File: src/pma_lb_pkg.sv
// Overview of operation
// Single-lane bypass at 10G/25G without FEC skips every gearbox.
// Single-lane bypass is only allowed with a 32-bit serializer width.
// Direct loopback returns every PCS transmit word to PCS receive.
// Direct loopback still sends PCS transmit data to the serializer.
// Direct loopback discards serializer receive data.
// Reverse loopback resends every serializer receive word on serializer transmit. In bypass the code resends only words in four of every five slots.
// Reverse loopback still delivers serializer receive data to PCS unchanged.
// Reverse loopback drops all PCS transmit data.
// Both loopbacks run on the one system reference clock, no rate buffer.
// Loopback selection applies to all lanes together, never a mix.
// Clock source keeps transmit serializer clock at mode rate in direct loopback.
// Clock source runs both serializer clocks at mode rate, equal widths.
// Direct loopback only with RS-FEC, not plain 64b/66b at 10G/25G. The code also allows it in single-lane bypass without RS-FEC.
// Without RS-FEC, 66-bit blocks are geared to 40 or 80-bit words.
// Without RS-FEC, PCS receive always takes 40-bit words. In bypass the code passes only lane 0's low 32 bits.
// Loopback in single-lane bypass runs at 32/40 of line rate.
// Each loopback mode has its own configuration register bit.
// Both loopbacks enabled together is rejected; normal path is kept.
package pma_lb_pkg;

   // ======================================================
   // Widths and counts
   localparam int LANES_DEF = 4;
   localparam int LANES_MAX = 8;
   localparam int WORD_W = 80;
   localparam int BLK_W = 66;
   localparam int NFEC_W = 40;
   localparam int BYP_W = 32;
   localparam int ACC_W = BLK_W + WORD_W;
   localparam int ADDR_W = 8;
   // Four of every five slots carry data in bypass loopback
   localparam logic [2:0] THR_LAST = 3'h4;

   // ======================================================
   // Register map
   localparam logic [ADDR_W-1:0] CTRL_OFS = 8'h00;
   localparam logic [ADDR_W-1:0] STATUS_OFS = 8'h04;
   localparam logic [ADDR_W-1:0] INFO_OFS = 8'h08;
   localparam logic [ADDR_W-1:0] LOOP_CNT_OFS = 8'h0C;
   localparam logic [7:0] CTRL_RST = 8'h00;
   localparam int CTRL_W = 8;
   localparam int STATUS_W = 7;
   localparam logic [1:0] RESP_OKAY = 2'h0;
   localparam logic [1:0] RESP_SLVERR = 2'h2;

   // ======================================================
   // Field encodings
   localparam logic [1:0] WID_32 = 2'h0;
   localparam logic [1:0] WID_40 = 2'h1;
   localparam logic [1:0] WID_80 = 2'h2;
   localparam logic [1:0] RATE_10G = 2'h0;
   localparam logic [1:0] RATE_25G = 2'h1;

   typedef enum {PATH_NORMAL, PATH_DIRECT, PATH_REVERSE} path_e;

   // Bit 0 is direct loopback, bit 1 reverse loopback
   typedef struct packed {
      logic [1:0] width;
      logic [1:0] rate;
      logic rsfec;
      logic bypass_sel;
      logic rev_lb;
      logic dir_lb;
   } ctrl_s;

   typedef struct packed {
      logic both_rejected;
      logic dir_rejected;
      logic byp_rejected;
      logic reverse_on;
      logic direct_on;
      logic bypass_on;
      logic gearbox_on;
   } status_s;

endpackage : pma_lb_pkg

File: src/pma_loopback_path.sv
// Decided for this implementation: the AXI4-Lite interface to the registers and the placing of the registers.
module pma_loopback_path import pma_lb_pkg::*; #(
   parameter int LANES = LANES_DEF
) (
   input wire logic clk,
   input wire logic sys_rst,
   input wire logic [ADDR_W-1:0] s_axi_awaddr,
   input wire logic s_axi_awvalid,
   output logic s_axi_awready,
   input wire logic [31:0] s_axi_wdata,
   input wire logic [3:0] s_axi_wstrb,
   input wire logic s_axi_wvalid,
   output logic s_axi_wready,
   output logic [1:0] s_axi_bresp,
   output logic s_axi_bvalid,
   input wire logic s_axi_bready,
   input wire logic [ADDR_W-1:0] s_axi_araddr,
   input wire logic s_axi_arvalid,
   output logic s_axi_arready,
   output logic [31:0] s_axi_rdata,
   output logic [1:0] s_axi_rresp,
   output logic s_axi_rvalid,
   input wire logic s_axi_rready,
   input wire logic [LANES*WORD_W-1:0] pcs_tx_data,
   input wire logic pcs_tx_valid,
   output logic pcs_tx_ready,
   output logic [LANES*WORD_W-1:0] pcs_rx_data,
   output logic pcs_rx_valid,
   output logic [LANES*WORD_W-1:0] serdes_tx_data,
   output logic serdes_tx_valid,
   input wire logic [LANES*WORD_W-1:0] serdes_rx_data,
   input wire logic serdes_rx_valid
);

   localparam int BUS_W = LANES * WORD_W;
   if (LANES < 1 || LANES > LANES_MAX) begin : g_chk
      $error("LANES must lie between 1 and LANES_MAX");
   end

   // ======================================================
   // Register bus state
   logic awready_q, wready_q, bvalid_q, arready_q, rvalid_q;
   logic aw_have_q, w_have_q;
   logic [ADDR_W-1:0] aw_addr_q;
   logic [31:0] w_data_q;
   logic [3:0] w_strb_q;
   logic [1:0] bresp_q, rresp_q;
   logic [31:0] rdata_q;
   ctrl_s ctrl_q;
   status_s status_q;
   logic [15:0] loop_cnt_q;
   logic aw_take, w_take, wr_fire, ar_take;
   assign aw_take = s_axi_awvalid & awready_q;
   assign w_take = s_axi_wvalid & wready_q;
   assign wr_fire = aw_have_q & w_have_q & ~bvalid_q;
   assign ar_take = s_axi_arvalid & arready_q;

   // ======================================================
   // Mode decode
   logic bypass_ok, dir_req, rev_req, both_req;
   path_e path_d, path_q;
   logic bypass_d, bypass_q, gear_d, gear_q;
   logic cfg_chg_q;
   always_comb begin
      bypass_ok = ctrl_q.bypass_sel & ~ctrl_q.rsfec & (ctrl_q.width == WID_32)
         & (ctrl_q.rate == RATE_10G || ctrl_q.rate == RATE_25G);
      both_req = ctrl_q.dir_lb & ctrl_q.rev_lb;
      dir_req = ctrl_q.dir_lb & ~both_req
         & (ctrl_q.rsfec | bypass_ok);
      rev_req = ctrl_q.rev_lb & ~both_req;
      if (dir_req) begin
         path_d = PATH_DIRECT;
      end else if (rev_req) begin
         path_d = PATH_REVERSE;
      end else begin
         path_d = PATH_NORMAL;
      end
      bypass_d = bypass_ok;
      gear_d = ~ctrl_q.rsfec & ~bypass_ok;
   end

   // One mode register drives every lane, so lanes never differ
   always_ff @(posedge clk) begin
      if (sys_rst) begin
         path_q <= PATH_NORMAL;
         bypass_q <= 1'b0;
         gear_q <= 1'b0;
      end else begin
         path_q <= path_d;
         bypass_q <= bypass_d;
         gear_q <= gear_d;
      end
   end

   always_ff @(posedge clk) begin
      if (sys_rst) begin
         status_q <= '0;
      end else begin
         status_q.both_rejected <= both_req;
         status_q.dir_rejected <= ctrl_q.dir_lb & ~both_req & ~dir_req;
         status_q.byp_rejected <= ctrl_q.bypass_sel & ~bypass_ok;
         status_q.reverse_on <= (path_d == PATH_REVERSE);
         status_q.direct_on <= (path_d == PATH_DIRECT);
         status_q.bypass_on <= bypass_d;
         status_q.gearbox_on <= gear_d;
      end
   end

   // ======================================================
   // Bypass loopback throttle
   logic [2:0] thr_q, thr_d;
   logic slot_ok, slot_ok_d;
   logic thr_run;
   assign thr_run = bypass_q & (path_q != PATH_NORMAL);
   assign slot_ok = ~thr_run | (thr_q != THR_LAST);
   always_comb begin
      if (~thr_run || thr_q == THR_LAST) begin
         thr_d = 3'h0;
      end else begin
         thr_d = thr_q + 3'h1;
      end
      slot_ok_d = ~(bypass_d & (path_d != PATH_NORMAL))
         | (thr_d != THR_LAST);
   end
   always_ff @(posedge clk) begin
      if (sys_rst) begin
         thr_q <= 3'h0;
      end else begin
         thr_q <= thr_d;
      end
   end

   // ======================================================
   // Transmit gearbox, 66-bit blocks to 40 or 80-bit words
   logic [7:0] cnt_q, cnt_d, obits;
   logic ready_q, ready_d;
   logic take, gb_load, gb_emit;
   logic [BUS_W-1:0] gb_word;
   assign take = pcs_tx_valid & ready_q;
   assign obits = (ctrl_q.width == WID_80) ? 8'(WORD_W) : 8'(NFEC_W);
   assign gb_emit = gear_q & (cnt_q >= obits);
   assign gb_load = gear_q & take & ~gb_emit;
   always_comb begin
      if (cfg_chg_q || ~gear_q) begin
         cnt_d = 8'h00;
      end else if (gb_emit) begin
         cnt_d = cnt_q - obits;
      end else if (gb_load) begin
         cnt_d = cnt_q + 8'(BLK_W);
      end else begin
         cnt_d = cnt_q;
      end
   end
   // Ready is registered from next state so the PCS sees a flop
   always_comb begin
      if (path_d == PATH_REVERSE) begin
         ready_d = 1'b1;
      end else if (gear_d) begin
         ready_d = (cnt_d < obits) & ~gb_emit;
      end else if (bypass_d && path_d == PATH_DIRECT) begin
         ready_d = slot_ok_d;
      end else begin
         ready_d = 1'b1;
      end
   end
   always_ff @(posedge clk) begin
      if (sys_rst) begin
         cnt_q <= 8'h00;
         ready_q <= 1'b0;
      end else begin
         cnt_q <= cnt_d;
         ready_q <= ready_d;
      end
   end

   for (genvar i = 0; i < LANES; i++) begin : g_gear
      logic [BLK_W-1:0] blk;
      logic [ACC_W-1:0] acc_q;
      assign blk = pcs_tx_data[i*WORD_W +: BLK_W];
      always_ff @(posedge clk) begin
         if (sys_rst) begin
            acc_q <= '0;
         end else if (cfg_chg_q || ~gear_q) begin
            acc_q <= '0;
         end else if (gb_emit) begin
            acc_q <= acc_q >> obits;
         end else if (gb_load) begin
            acc_q <= acc_q | ({{(ACC_W-BLK_W){1'b0}}, blk} << cnt_q);
         end
      end
      assign gb_word[i*WORD_W +: WORD_W] = (obits == 8'(NFEC_W))
         ? {{(WORD_W-NFEC_W){1'b0}}, acc_q[NFEC_W-1:0]} : acc_q[WORD_W-1:0];
   end

   // ======================================================
   // Word shaping per mode
   function automatic logic [BUS_W-1:0] shape(
      input logic [BUS_W-1:0] d,
      input logic byp,
      input logic nfec
   );
      logic [BUS_W-1:0] r;
      r = '0;
      if (byp) begin
         r[BYP_W-1:0] = d[BYP_W-1:0];
      end else if (nfec) begin
         for (int l = 0; l < LANES; l++) begin
            r[l*WORD_W +: NFEC_W] = d[l*WORD_W +: NFEC_W];
         end
      end else begin
         r = d;
      end
      return r;
   endfunction : shape

   logic [BUS_W-1:0] tx_word;
   logic tx_vld;
   assign tx_word = gear_q ? gb_word
      : shape(pcs_tx_data, bypass_q, 1'b0);
   assign tx_vld = gear_q ? gb_emit : take;

   // ======================================================
   // Path selection, all on clk
   logic [BUS_W-1:0] stx_q, prx_q;
   logic stx_vld_q, prx_vld_q;
   always_ff @(posedge clk) begin
      if (sys_rst) begin
         stx_q <= '0;
         stx_vld_q <= 1'b0;
      end else if (path_q == PATH_REVERSE) begin
         stx_q <= shape(serdes_rx_data, bypass_q, 1'b0);
         stx_vld_q <= serdes_rx_valid & slot_ok;
      end else begin
         stx_q <= tx_word;
         stx_vld_q <= tx_vld;
      end
   end

   always_ff @(posedge clk) begin
      if (sys_rst) begin
         prx_q <= '0;
         prx_vld_q <= 1'b0;
      end else if (path_q == PATH_DIRECT) begin
         prx_q <= shape(pcs_tx_data, bypass_q, 1'b0);
         prx_vld_q <= take;
      end else begin
         prx_q <= shape(serdes_rx_data, bypass_q, gear_q);
         prx_vld_q <= serdes_rx_valid;
      end
   end
   always_ff @(posedge clk) begin
      if (sys_rst) begin
         loop_cnt_q <= 16'h0000;
      end else if (wr_fire && aw_addr_q == LOOP_CNT_OFS) begin
         loop_cnt_q <= 16'h0000;
      end else if ((path_q == PATH_DIRECT && take)
         || (path_q == PATH_REVERSE && serdes_rx_valid && slot_ok)) begin
         loop_cnt_q <= loop_cnt_q + 16'h0001;
      end
   end

   // ======================================================
   // AXI4-Lite write channel
   always_ff @(posedge clk) begin
      if (sys_rst) begin
         awready_q <= 1'b1;
         aw_have_q <= 1'b0;
         aw_addr_q <= '0;
      end else if (aw_take) begin
         awready_q <= 1'b0;
         aw_have_q <= 1'b1;
         aw_addr_q <= s_axi_awaddr;
      end else if (wr_fire) begin
         aw_have_q <= 1'b0;
      end else if (bvalid_q && s_axi_bready) begin
         awready_q <= 1'b1;
      end
   end
   always_ff @(posedge clk) begin
      if (sys_rst) begin
         wready_q <= 1'b1;
         w_have_q <= 1'b0;
         w_data_q <= '0;
         w_strb_q <= '0;
      end else if (w_take) begin
         wready_q <= 1'b0;
         w_have_q <= 1'b1;
         w_data_q <= s_axi_wdata;
         w_strb_q <= s_axi_wstrb;
      end else if (wr_fire) begin
         w_have_q <= 1'b0;
      end else if (bvalid_q && s_axi_bready) begin
         wready_q <= 1'b1;
      end
   end
   always_ff @(posedge clk) begin
      if (sys_rst) begin
         bvalid_q <= 1'b0;
         bresp_q <= RESP_OKAY;
      end else if (wr_fire) begin
         bvalid_q <= 1'b1;
         unique case (aw_addr_q)
            CTRL_OFS, STATUS_OFS, INFO_OFS, LOOP_CNT_OFS: bresp_q <= RESP_OKAY;
            default: bresp_q <= RESP_SLVERR;
         endcase
      end else if (s_axi_bready) begin
         bvalid_q <= 1'b0;
      end
   end

   // Config changes flush the gearbox so no stale bits leak
   always_ff @(posedge clk) begin
      if (sys_rst) begin
         ctrl_q <= CTRL_RST;
         cfg_chg_q <= 1'b0;
      end else begin
         cfg_chg_q <= 1'b0;
         if (wr_fire && aw_addr_q == CTRL_OFS && w_strb_q[0]) begin
            ctrl_q <= w_data_q[CTRL_W-1:0];
            cfg_chg_q <= 1'b1;
         end
      end
   end

   // ======================================================
   // AXI4-Lite read channel
   always_ff @(posedge clk) begin
      if (sys_rst) begin
         arready_q <= 1'b1;
         rvalid_q <= 1'b0;
         rdata_q <= '0;
         rresp_q <= RESP_OKAY;
      end else if (ar_take) begin
         arready_q <= 1'b0;
         rvalid_q <= 1'b1;
         rresp_q <= RESP_OKAY;
         unique case (s_axi_araddr)
            CTRL_OFS: rdata_q <= {{(32-CTRL_W){1'b0}}, ctrl_q};
            STATUS_OFS: rdata_q <= {{(32-STATUS_W){1'b0}}, status_q};
            INFO_OFS: rdata_q <= 32'(LANES);
            LOOP_CNT_OFS: rdata_q <= {16'h0000, loop_cnt_q};
            default: begin
               rdata_q <= 32'h00000000;
               rresp_q <= RESP_SLVERR;
            end
         endcase
      end else if (rvalid_q && s_axi_rready) begin
         rvalid_q <= 1'b0;
         arready_q <= 1'b1;
      end
   end

   // ======================================================
   // Outputs
   assign s_axi_awready = awready_q;
   assign s_axi_wready = wready_q;
   assign s_axi_bvalid = bvalid_q;
   assign s_axi_bresp = bresp_q;
   assign s_axi_arready = arready_q;
   assign s_axi_rvalid = rvalid_q;
   assign s_axi_rdata = rdata_q;
   assign s_axi_rresp = rresp_q;
   assign pcs_tx_ready = ready_q;
   assign pcs_rx_data = prx_q;
   assign pcs_rx_valid = prx_vld_q;
   assign serdes_tx_data = stx_q;
   assign serdes_tx_valid = stx_vld_q;

endmodule : pma_loopback_path

File: config.mk
export PLATFORM = sky130hd
export DESIGN_NAME = pma_loopback_path
export DESIGN_NICKNAME = d
export VERILOG_FILES = /design/src/pma_lb_pkg.sv /design/src/pma_loopback_path.sv
export SDC_FILE = /design/constraint.sdc
export NUM_CORES = 2
export LEC_CHECK = 0
export BUFFER_PORTS_ARGS = -buffer_cell sky130_fd_sc_hd__buf_2
export CORE_AREA = 4 4 535 537
export CTS_BUF_LIST = sky130_fd_sc_hd__clkbuf_2
export DETAILED_ROUTE_END_ITERATION = 7
export DIE_AREA = 0 0 539 541
export PLACE_DENSITY = 0.5
export SYNTH_ARGS = -nofsm -noshare
export SYNTH_HDL_FRONTEND = slang
export SYNTH_SLANG_ARGS = --single-unit
export TNS_END_PERCENT = 100
File: constraint.sdc
create_clock -name clk -period 8.9 [get_ports clk]
set_input_delay 0.89 -clock clk [delete_from_list [all_inputs] [get_ports clk]]
set_output_delay 0.89 -clock clk [all_outputs]
set_load 0.05 [all_outputs]
# --- After elaboration in Yosys (flattened, before gate mapping) ---
# Index checks and enable logic that the tools add are counted.
# Widths: inputs -> output; s select.
totals:
  register_bits: 1362
  out_inout_bits: 684
op_classes:
  addsub: 4
  n_lt_le_gt_ge: 2
  n_eq_ne: 18
  shift: 8
  mux: 52
  bitwise_logic: 39
  reduce_logical: 32
op_table:
  columns: ["cell", "n"]
  rows:
  - ["$mux 146", 8]
  - ["$mux 320", 3]
  - ["$mux 288", 3]
  - ["$or 146x146->146", 4]
  - ["$shl 66x8->146", 4]
  - ["$shr 146x7->146", 4]
  - ["$mux 80", 4]
  - ["$mux 40", 4]
  - ["$eq 32x2->1 const B", 2]
  - ["$eq 32x3->1 const B", 2]
  - ["$pmux 16 s4", 1]
  - ["$reduce_bool 32->1", 2]
  - ["$eq 8x4->1 const B", 4]
  - ["$mux 8", 3]
  - ["$and 1x1->1", 23]
  - ["$mux 1", 20]
  - ["$add 16x1->16 const B", 1]
  - ["$eq 8x3->1 const B", 2]
  - ["$logic_not 8->1", 2]
  - ["$reduce_bool 2->1", 7]
  - ["$logic_and 1x1->1", 9]
  - ["$not 1->1", 9]
  - ["$add 8x7->8 const B", 1]
  - ["$ge 8x7->1", 1]
  - ["other kinds (18)", 32]

# --- Longest topological paths before layout ---
depth:
  ltp_word: 14
  mapped_depth: 23
  ltp_nobuf: 16

# --- Worst setup path before layout ---
# Ideal clock, no wire load.
synth_path:
  kind: "register to register"
  startpoint: "register cnt_q[3]"
  endpoint: "register ready_q, in the netlist pcs_tx_ready"
  setup_ns: 0.132
  arrival_ns: 4.388
  path_slack_ns: 4.381
  stages_incl_launch_ff: 22
  path_buffers: 9
  period_less_slack_ns: 4.519
  path_cell_list: "dfxtp_1 > buf_2 > inv_1 > buf_2 > buf_2 > clkbuf_1 > buf_2 > buf_2 > ha_1 > nor2b_1 > o21ai_0 > a21oi_2 > o21ai_2 > buf_2 > buf_2 > buf_1 > a211oi_1 > ha_1 > nand2b_1 > a21oi_1 > a2111oi_0 > o21ai_0"
synth_via:
  elab_chain_cells: 11
synth_rtl:
  columns: ["item", "line_no", "source"]
  rows:
  - ["from (decl)", "pma_loopback_path.sv:135", "logic [7:0] cnt_q, cnt_d, obits;"]
  - ["from (signal assigned)", "pma_loopback_path.sv:171", "cnt_q <= cnt_d;"]
  - ["$ge 8x7->1", "pma_loopback_path.sv:141", "assign gb_emit = gear_q & (cnt_q >= obits);"]
  - ["$and 1x1->1", "pma_loopback_path.sv:141", null]
  - ["$not 1->1", "pma_loopback_path.sv:142", "assign gb_load = gear_q & take & ~gb_emit;"]
  - ["$and 1x1->1", "pma_loopback_path.sv:142", null]
  - ["$mux 8", "pma_loopback_path.sv:148", "end else if (gb_load) begin"]
  - ["$mux 8 *", "pma_loopback_path.sv:146", "end else if (gb_emit) begin"]
  - ["$mux 8 *", "pma_loopback_path.sv:144", "if (cfg_chg_q || ~gear_q) begin"]
  - ["named net cnt_d[4]", "pma_loopback_path.sv:135", null]
  - ["$lt 8x7->1 *", "pma_loopback_path.sv:159", "ready_d = (cnt_d < obits) & ~gb_emit;"]
  - ["$and 1x1->1 *", "pma_loopback_path.sv:159", null]
  - ["$mux 1 *", "pma_loopback_path.sv:158", "end else if (gear_d) begin"]
  - ["$mux 1 *", "pma_loopback_path.sv:156", "if (path_d == PATH_REVERSE) begin"]
  - ["to (signal assigned)", "pma_loopback_path.sv:172", "ready_q <= ready_d;"]
  - ["to (decl)", "pma_loopback_path.sv:136", "logic ready_q, ready_d;"]
# The timed path passes the listed nets; every way through them passes the cells marked *.
# A chain may end at the register's enable or synchronous reset.

==> summary.md <==
| Metric | Value |
|---|---|
| Status | finished clean |
| Levels on crit path | 7 |
| Core box area | 281600 um^2 |
| Gp weighted congestion | 0.9913 |
| Comb power frac | 0.245 |
| Final period utilization | 0.6841 |
| Relative slew margins | 0.07490 |
| Synthesized area | 73260 um^2 |
| Synth Flop Type | dfxtp_1 |
| Fmax | 164.2 MHz |
| CTS tree | built |
| CP startpoint | status_q[0] |
| Depth of the worst register-to-register path | 7 |
| Initial antenna violation count | 76 |
| Worst path bufs/invs | 2 |
| Layout area overhead | 42.43% |
| Asr flop ratio synth | 0 |
| Critical Path End Type | flip-flop |
| Reg2Reg Setup Slack | 2.81 ns |
| CP delay by family, top | simple AND/OR/NAND/NOR gates |
| Starting Density | 0.2602 |
| # rows | 195 |
| Drt first pass iters | 8 |
| Worst skew pair latency | 1.96 ns |
| Worst Clk Skew | 0.2263 ns |
| Global Route met1 Usage | 0.4339 |
| Post_cts resized | 0 |
| Worst slew pin tran | 1.388 ns |
| Largest net degree at the start of global routing | 192 |
| Reg2reg end | g_gear[3].acc_q[65] |
| Die X-Extent | 539 um |
| DR WL/cell | 33.63 um |
| Met2 GRT Util | 0.5351 |
| Crit-path max FO | 44 |
| Most frequent CP cell | buf_4 |
| Bufs on Longest Clock Path | 4 |
| Ports | 1385 |
| Layout Nets | 12510 |
| Remaining DRCs | 0 |
| Min-Delay Path Class | in2reg |
| WP data arrival | 7.76 ns |
| Mean Syn Cell Area | 8.141 um^2 |
| CTS clk-pin slew, worst paths | 0.09 ns |
| Post-Route WL | 533.6 mm |
| Max Cap Viol | 0 |
| Flops & latches, synth | 1312 |
| Clk pwr share | 0.334 |
| Setup CP Type | reg2reg |
| GRT met3 Usage | 0.09272 |
| Fillers | 28580 |
| Synth Warn # | 0 |
| Pre-CTS WS | 3.201 ns |
| Final hold violation count | 0 |
| Share of cells above drive strength 1 | 0.2216 |
| Grt total ovfl | 0 |
| PwrDens | 141.6 nW/um^2 |
| RR Startpoint | status_q[0] |
| Slowest cell on the critical path | nor2b_2 |
| All-Layer GR Usage | 0.3462 |
| CTS Root Cell | clkbuf_2 |
| Final Setup Violations | 0 |
| Setup ws final | 2.811 ns |
| IO Port Bufs | 1339 |
| Vias in the first global route | 90140 |
| Worst path cell trace | buf_4 -> and3_4 -> buf_4 -> nand3_2 -> nor2b_2 -> a2111oi_0 -> a211oi_1 |
| Post-synth EDFFs | 0 |
| Switching pwr | 5.628 mW |
| Unrepaired setup endpoints after global routing | no |
| CTS H-Tree Depth | 5 |
| Int Power | 9.147 mW |
| Final ANT Viol Nets | 0 |
| Minimum clock period after layout | 6.089 ns |
| First-pass GRT wire length | 728.1 mm |
| Sequential fraction of the synthesis area | 0.3585 |
| Max IR drop VDD | 0.08979 mV |
| Final TNS setup | 0 ns |
| Slowest cell delay on critical path | 1.29 ns |
| Worst setup path end | g_gear[3].acc_q[65] |
| Gate count after technology mapping | 8999 |
| Clock Sinks | 1312 |
| Area of the multi-input gates | 43410 um^2 |
| Vias | 93250 |
| Grt peak-use layer | met2 |
| Leakage | 42.13 nW |
| DR iter-0 viols | 12390 |
| Die area | 291600 um^2 |
| Startpoint types | flip-flop |
| Fin. max-slew vios | 0 |
| Distinct cells, synth | 86 |
| Sw frac | 0.3809 |
| Die height | 541 um |
| Post-DP HPWL | 355.6 mm |
| Register share of total power | 0.420 |
| CTS buffer count | 388 |
| FF/Latch Area | 26300 um^2 |
| Routed vias/inst | 5.876 |
| Required @ worst endpoint | 10.57 ns |
cell usage after synthesis, types with 11 or more instances:
master,count,area share
a21oi_1,1075,0.073
nor3_1,301,0.021
mux2_2,119,0.018
o221ai_1,23,0.0027
a211oi_1,225,0.023
buf_6,21,0.0032
or2_2,14,0.0012
nor4_1,20,0.0017
inv_1,20,0.0010
o211ai_1,39,0.0040
a211o_1,21,0.0025
o21ai_1,14,0.00096
buf_4,22,0.0023
or3_1,21,0.0018
dfxtp_1,1312,0.36
a221o_1,22,0.0030
buf_2,118,0.0081
mux4_2,287,0.088
nor2b_1,15,0.0013
a311oi_1,46,0.0055
nor2_1,883,0.045
a2111oi_0,68,0.0081
a21o_1,16,0.0016
clkbuf_1,670,0.034
a31oi_1,79,0.0067
a22oi_1,166,0.017
buf_1,94,0.0048
a221oi_1,239,0.029
and3_1,189,0.016
o21ai_0,382,0.026
o311a_1,31,0.0042
nand2_1,1483,0.076
a22o_1,76,0.0091
and2_1,21,0.0018
o22ai_1,144,0.012
nand3_1,153,0.010
o2bb2ai_1,14,0.0017
o211a_1,11,0.0015
mux2i_1,367,0.050
worst min path at each step:
stage / depth (start not counted) / to / start / slack, ns
floorplan: 1 / thr_q[0] / thr_q[0] / 0.42
global placement: 1 / thr_q[0] / thr_q[0] / 0.43
detailed placement: 1 / thr_q[0] / thr_q[0] / 0.44
CTS: 4 / g_gear[2].acc_q[65] / pcs_tx_data[161] / 0.0007
global route: 4 / g_gear[3].acc_q[127] / pcs_tx_data[305] / 0.08
finish: 4 / serdes_tx_data[16] / pcs_tx_data[16] / 0.23
routing by layer:
| layer | up-vias | wire, um | share of wire |
|---|---|---|---|
| li1 | 38940 | - | - |
| met5 | - | 273 | 0.00051 |
| met1 | 45690 | 207800 | 0.39 |
| met4 | 42 | 36800 | 0.069 |
| met3 | 1529 | 57890 | 0.11 |
| met2 | 7048 | 230900 | 0.43 |
cell families after synthesis:
| kind of cell | after synthesis | synth area share |
|---|---|---|
| and+or+nand+nor | 3144 | 0.1805 |
| AOI/OAI and AO/OA | 2778 | 0.2433 |
| DFF | 1312 | 0.3585 |
| buffers and inverters | 960 | 0.05643 |
| muxes | 774 | 0.1569 |
| xor gates and xnor gates | 19 | 0.002272 |
| adders and majority gates | 11 | 0.001981 |
| other | 1 | 0.00005119 |
sequential cells by signal, indices dropped and copies added (netlist names), 3 cells and up:
signal          flops
cnt_q               7
ctrl_q              8
s_axi_rdata        16
pcs_rx_data       320
thr_q               3
g_gear.acc_q      584
w_data_q            8
aw_addr_q           8
status_q            7
serdes_tx_data    320
loop_cnt_q         16
repair_timing:
action / CTS / global route
hold endpoints to repair: 1221 / 0
buffers inserted: 0 / 0
hold buffers: 1784 / 0
per-stage QoR:
step / power (mW) / cells / utilization / hold slack [ns] / cell area (um^2)
detailed placement: 9.206 / 13360 / 0.2944 / 0.4390 / 82900
global route: 15.26 / 15840 / 0.3703 / 0.08161 / 104300
finish: 14.78 / 15870 / 0.3706 / 0.2301 / 104300
global placement: 9.199 / 13360 / 0.2944 / 0.4292 / 82900
CTS: 14.73 / 15820 / 0.3702 / 0.0007097 / 104200
floorplan: 7.913 / 9016 / - / 0.4173 / 73320
tightest hold or removal path, stage by stage:
cell and delay (ns):
dlygate4sd3_1 0.59, buf_2 0.25, mux2i_1 0.21, a211oi_1 0.10
cell type report:
type,instances,share of cell area
well taps,3743,0.04489
clock inverters,135,0.007171
inverters,25,0.001307
flip-flops and latches,1312,0.2520
repair buffers,3322,0.2514
multi-input cells,6744,0.4161
diodes,47,0.001127
clock buffers,541,0.02595
power groups by stage:
| stage | registers (mW) | clock network (mW) | logic (mW) |
|---|---|---|---|
| after detailed placement | 6.33 | 0 | 2.87 |
| after floorplan | 6.74 | 0 | 1.17 |
| after global placement | 6.33 | 0 | 2.87 |
| after global routing | 6.22 | 5.30 | 3.74 |
| final | 6.21 | 4.94 | 3.63 |
| after CTS | 6.20 | 5.02 | 3.51 |
cell usage in the layout (no fill, tap or decap), types with 291 or more instances in the layout:
master / count
dlygate4sd3_1: 1783
nand2_1: 1472
buf_2: 1338
dfxtp_1: 1304
a21oi_1: 1074
nor2_1: 842
clkbuf_2: 541
o21ai_0: 382
mux2i_1: 367
nor3_1: 291
No activity file was read; power rests on OpenSTA's default activity.
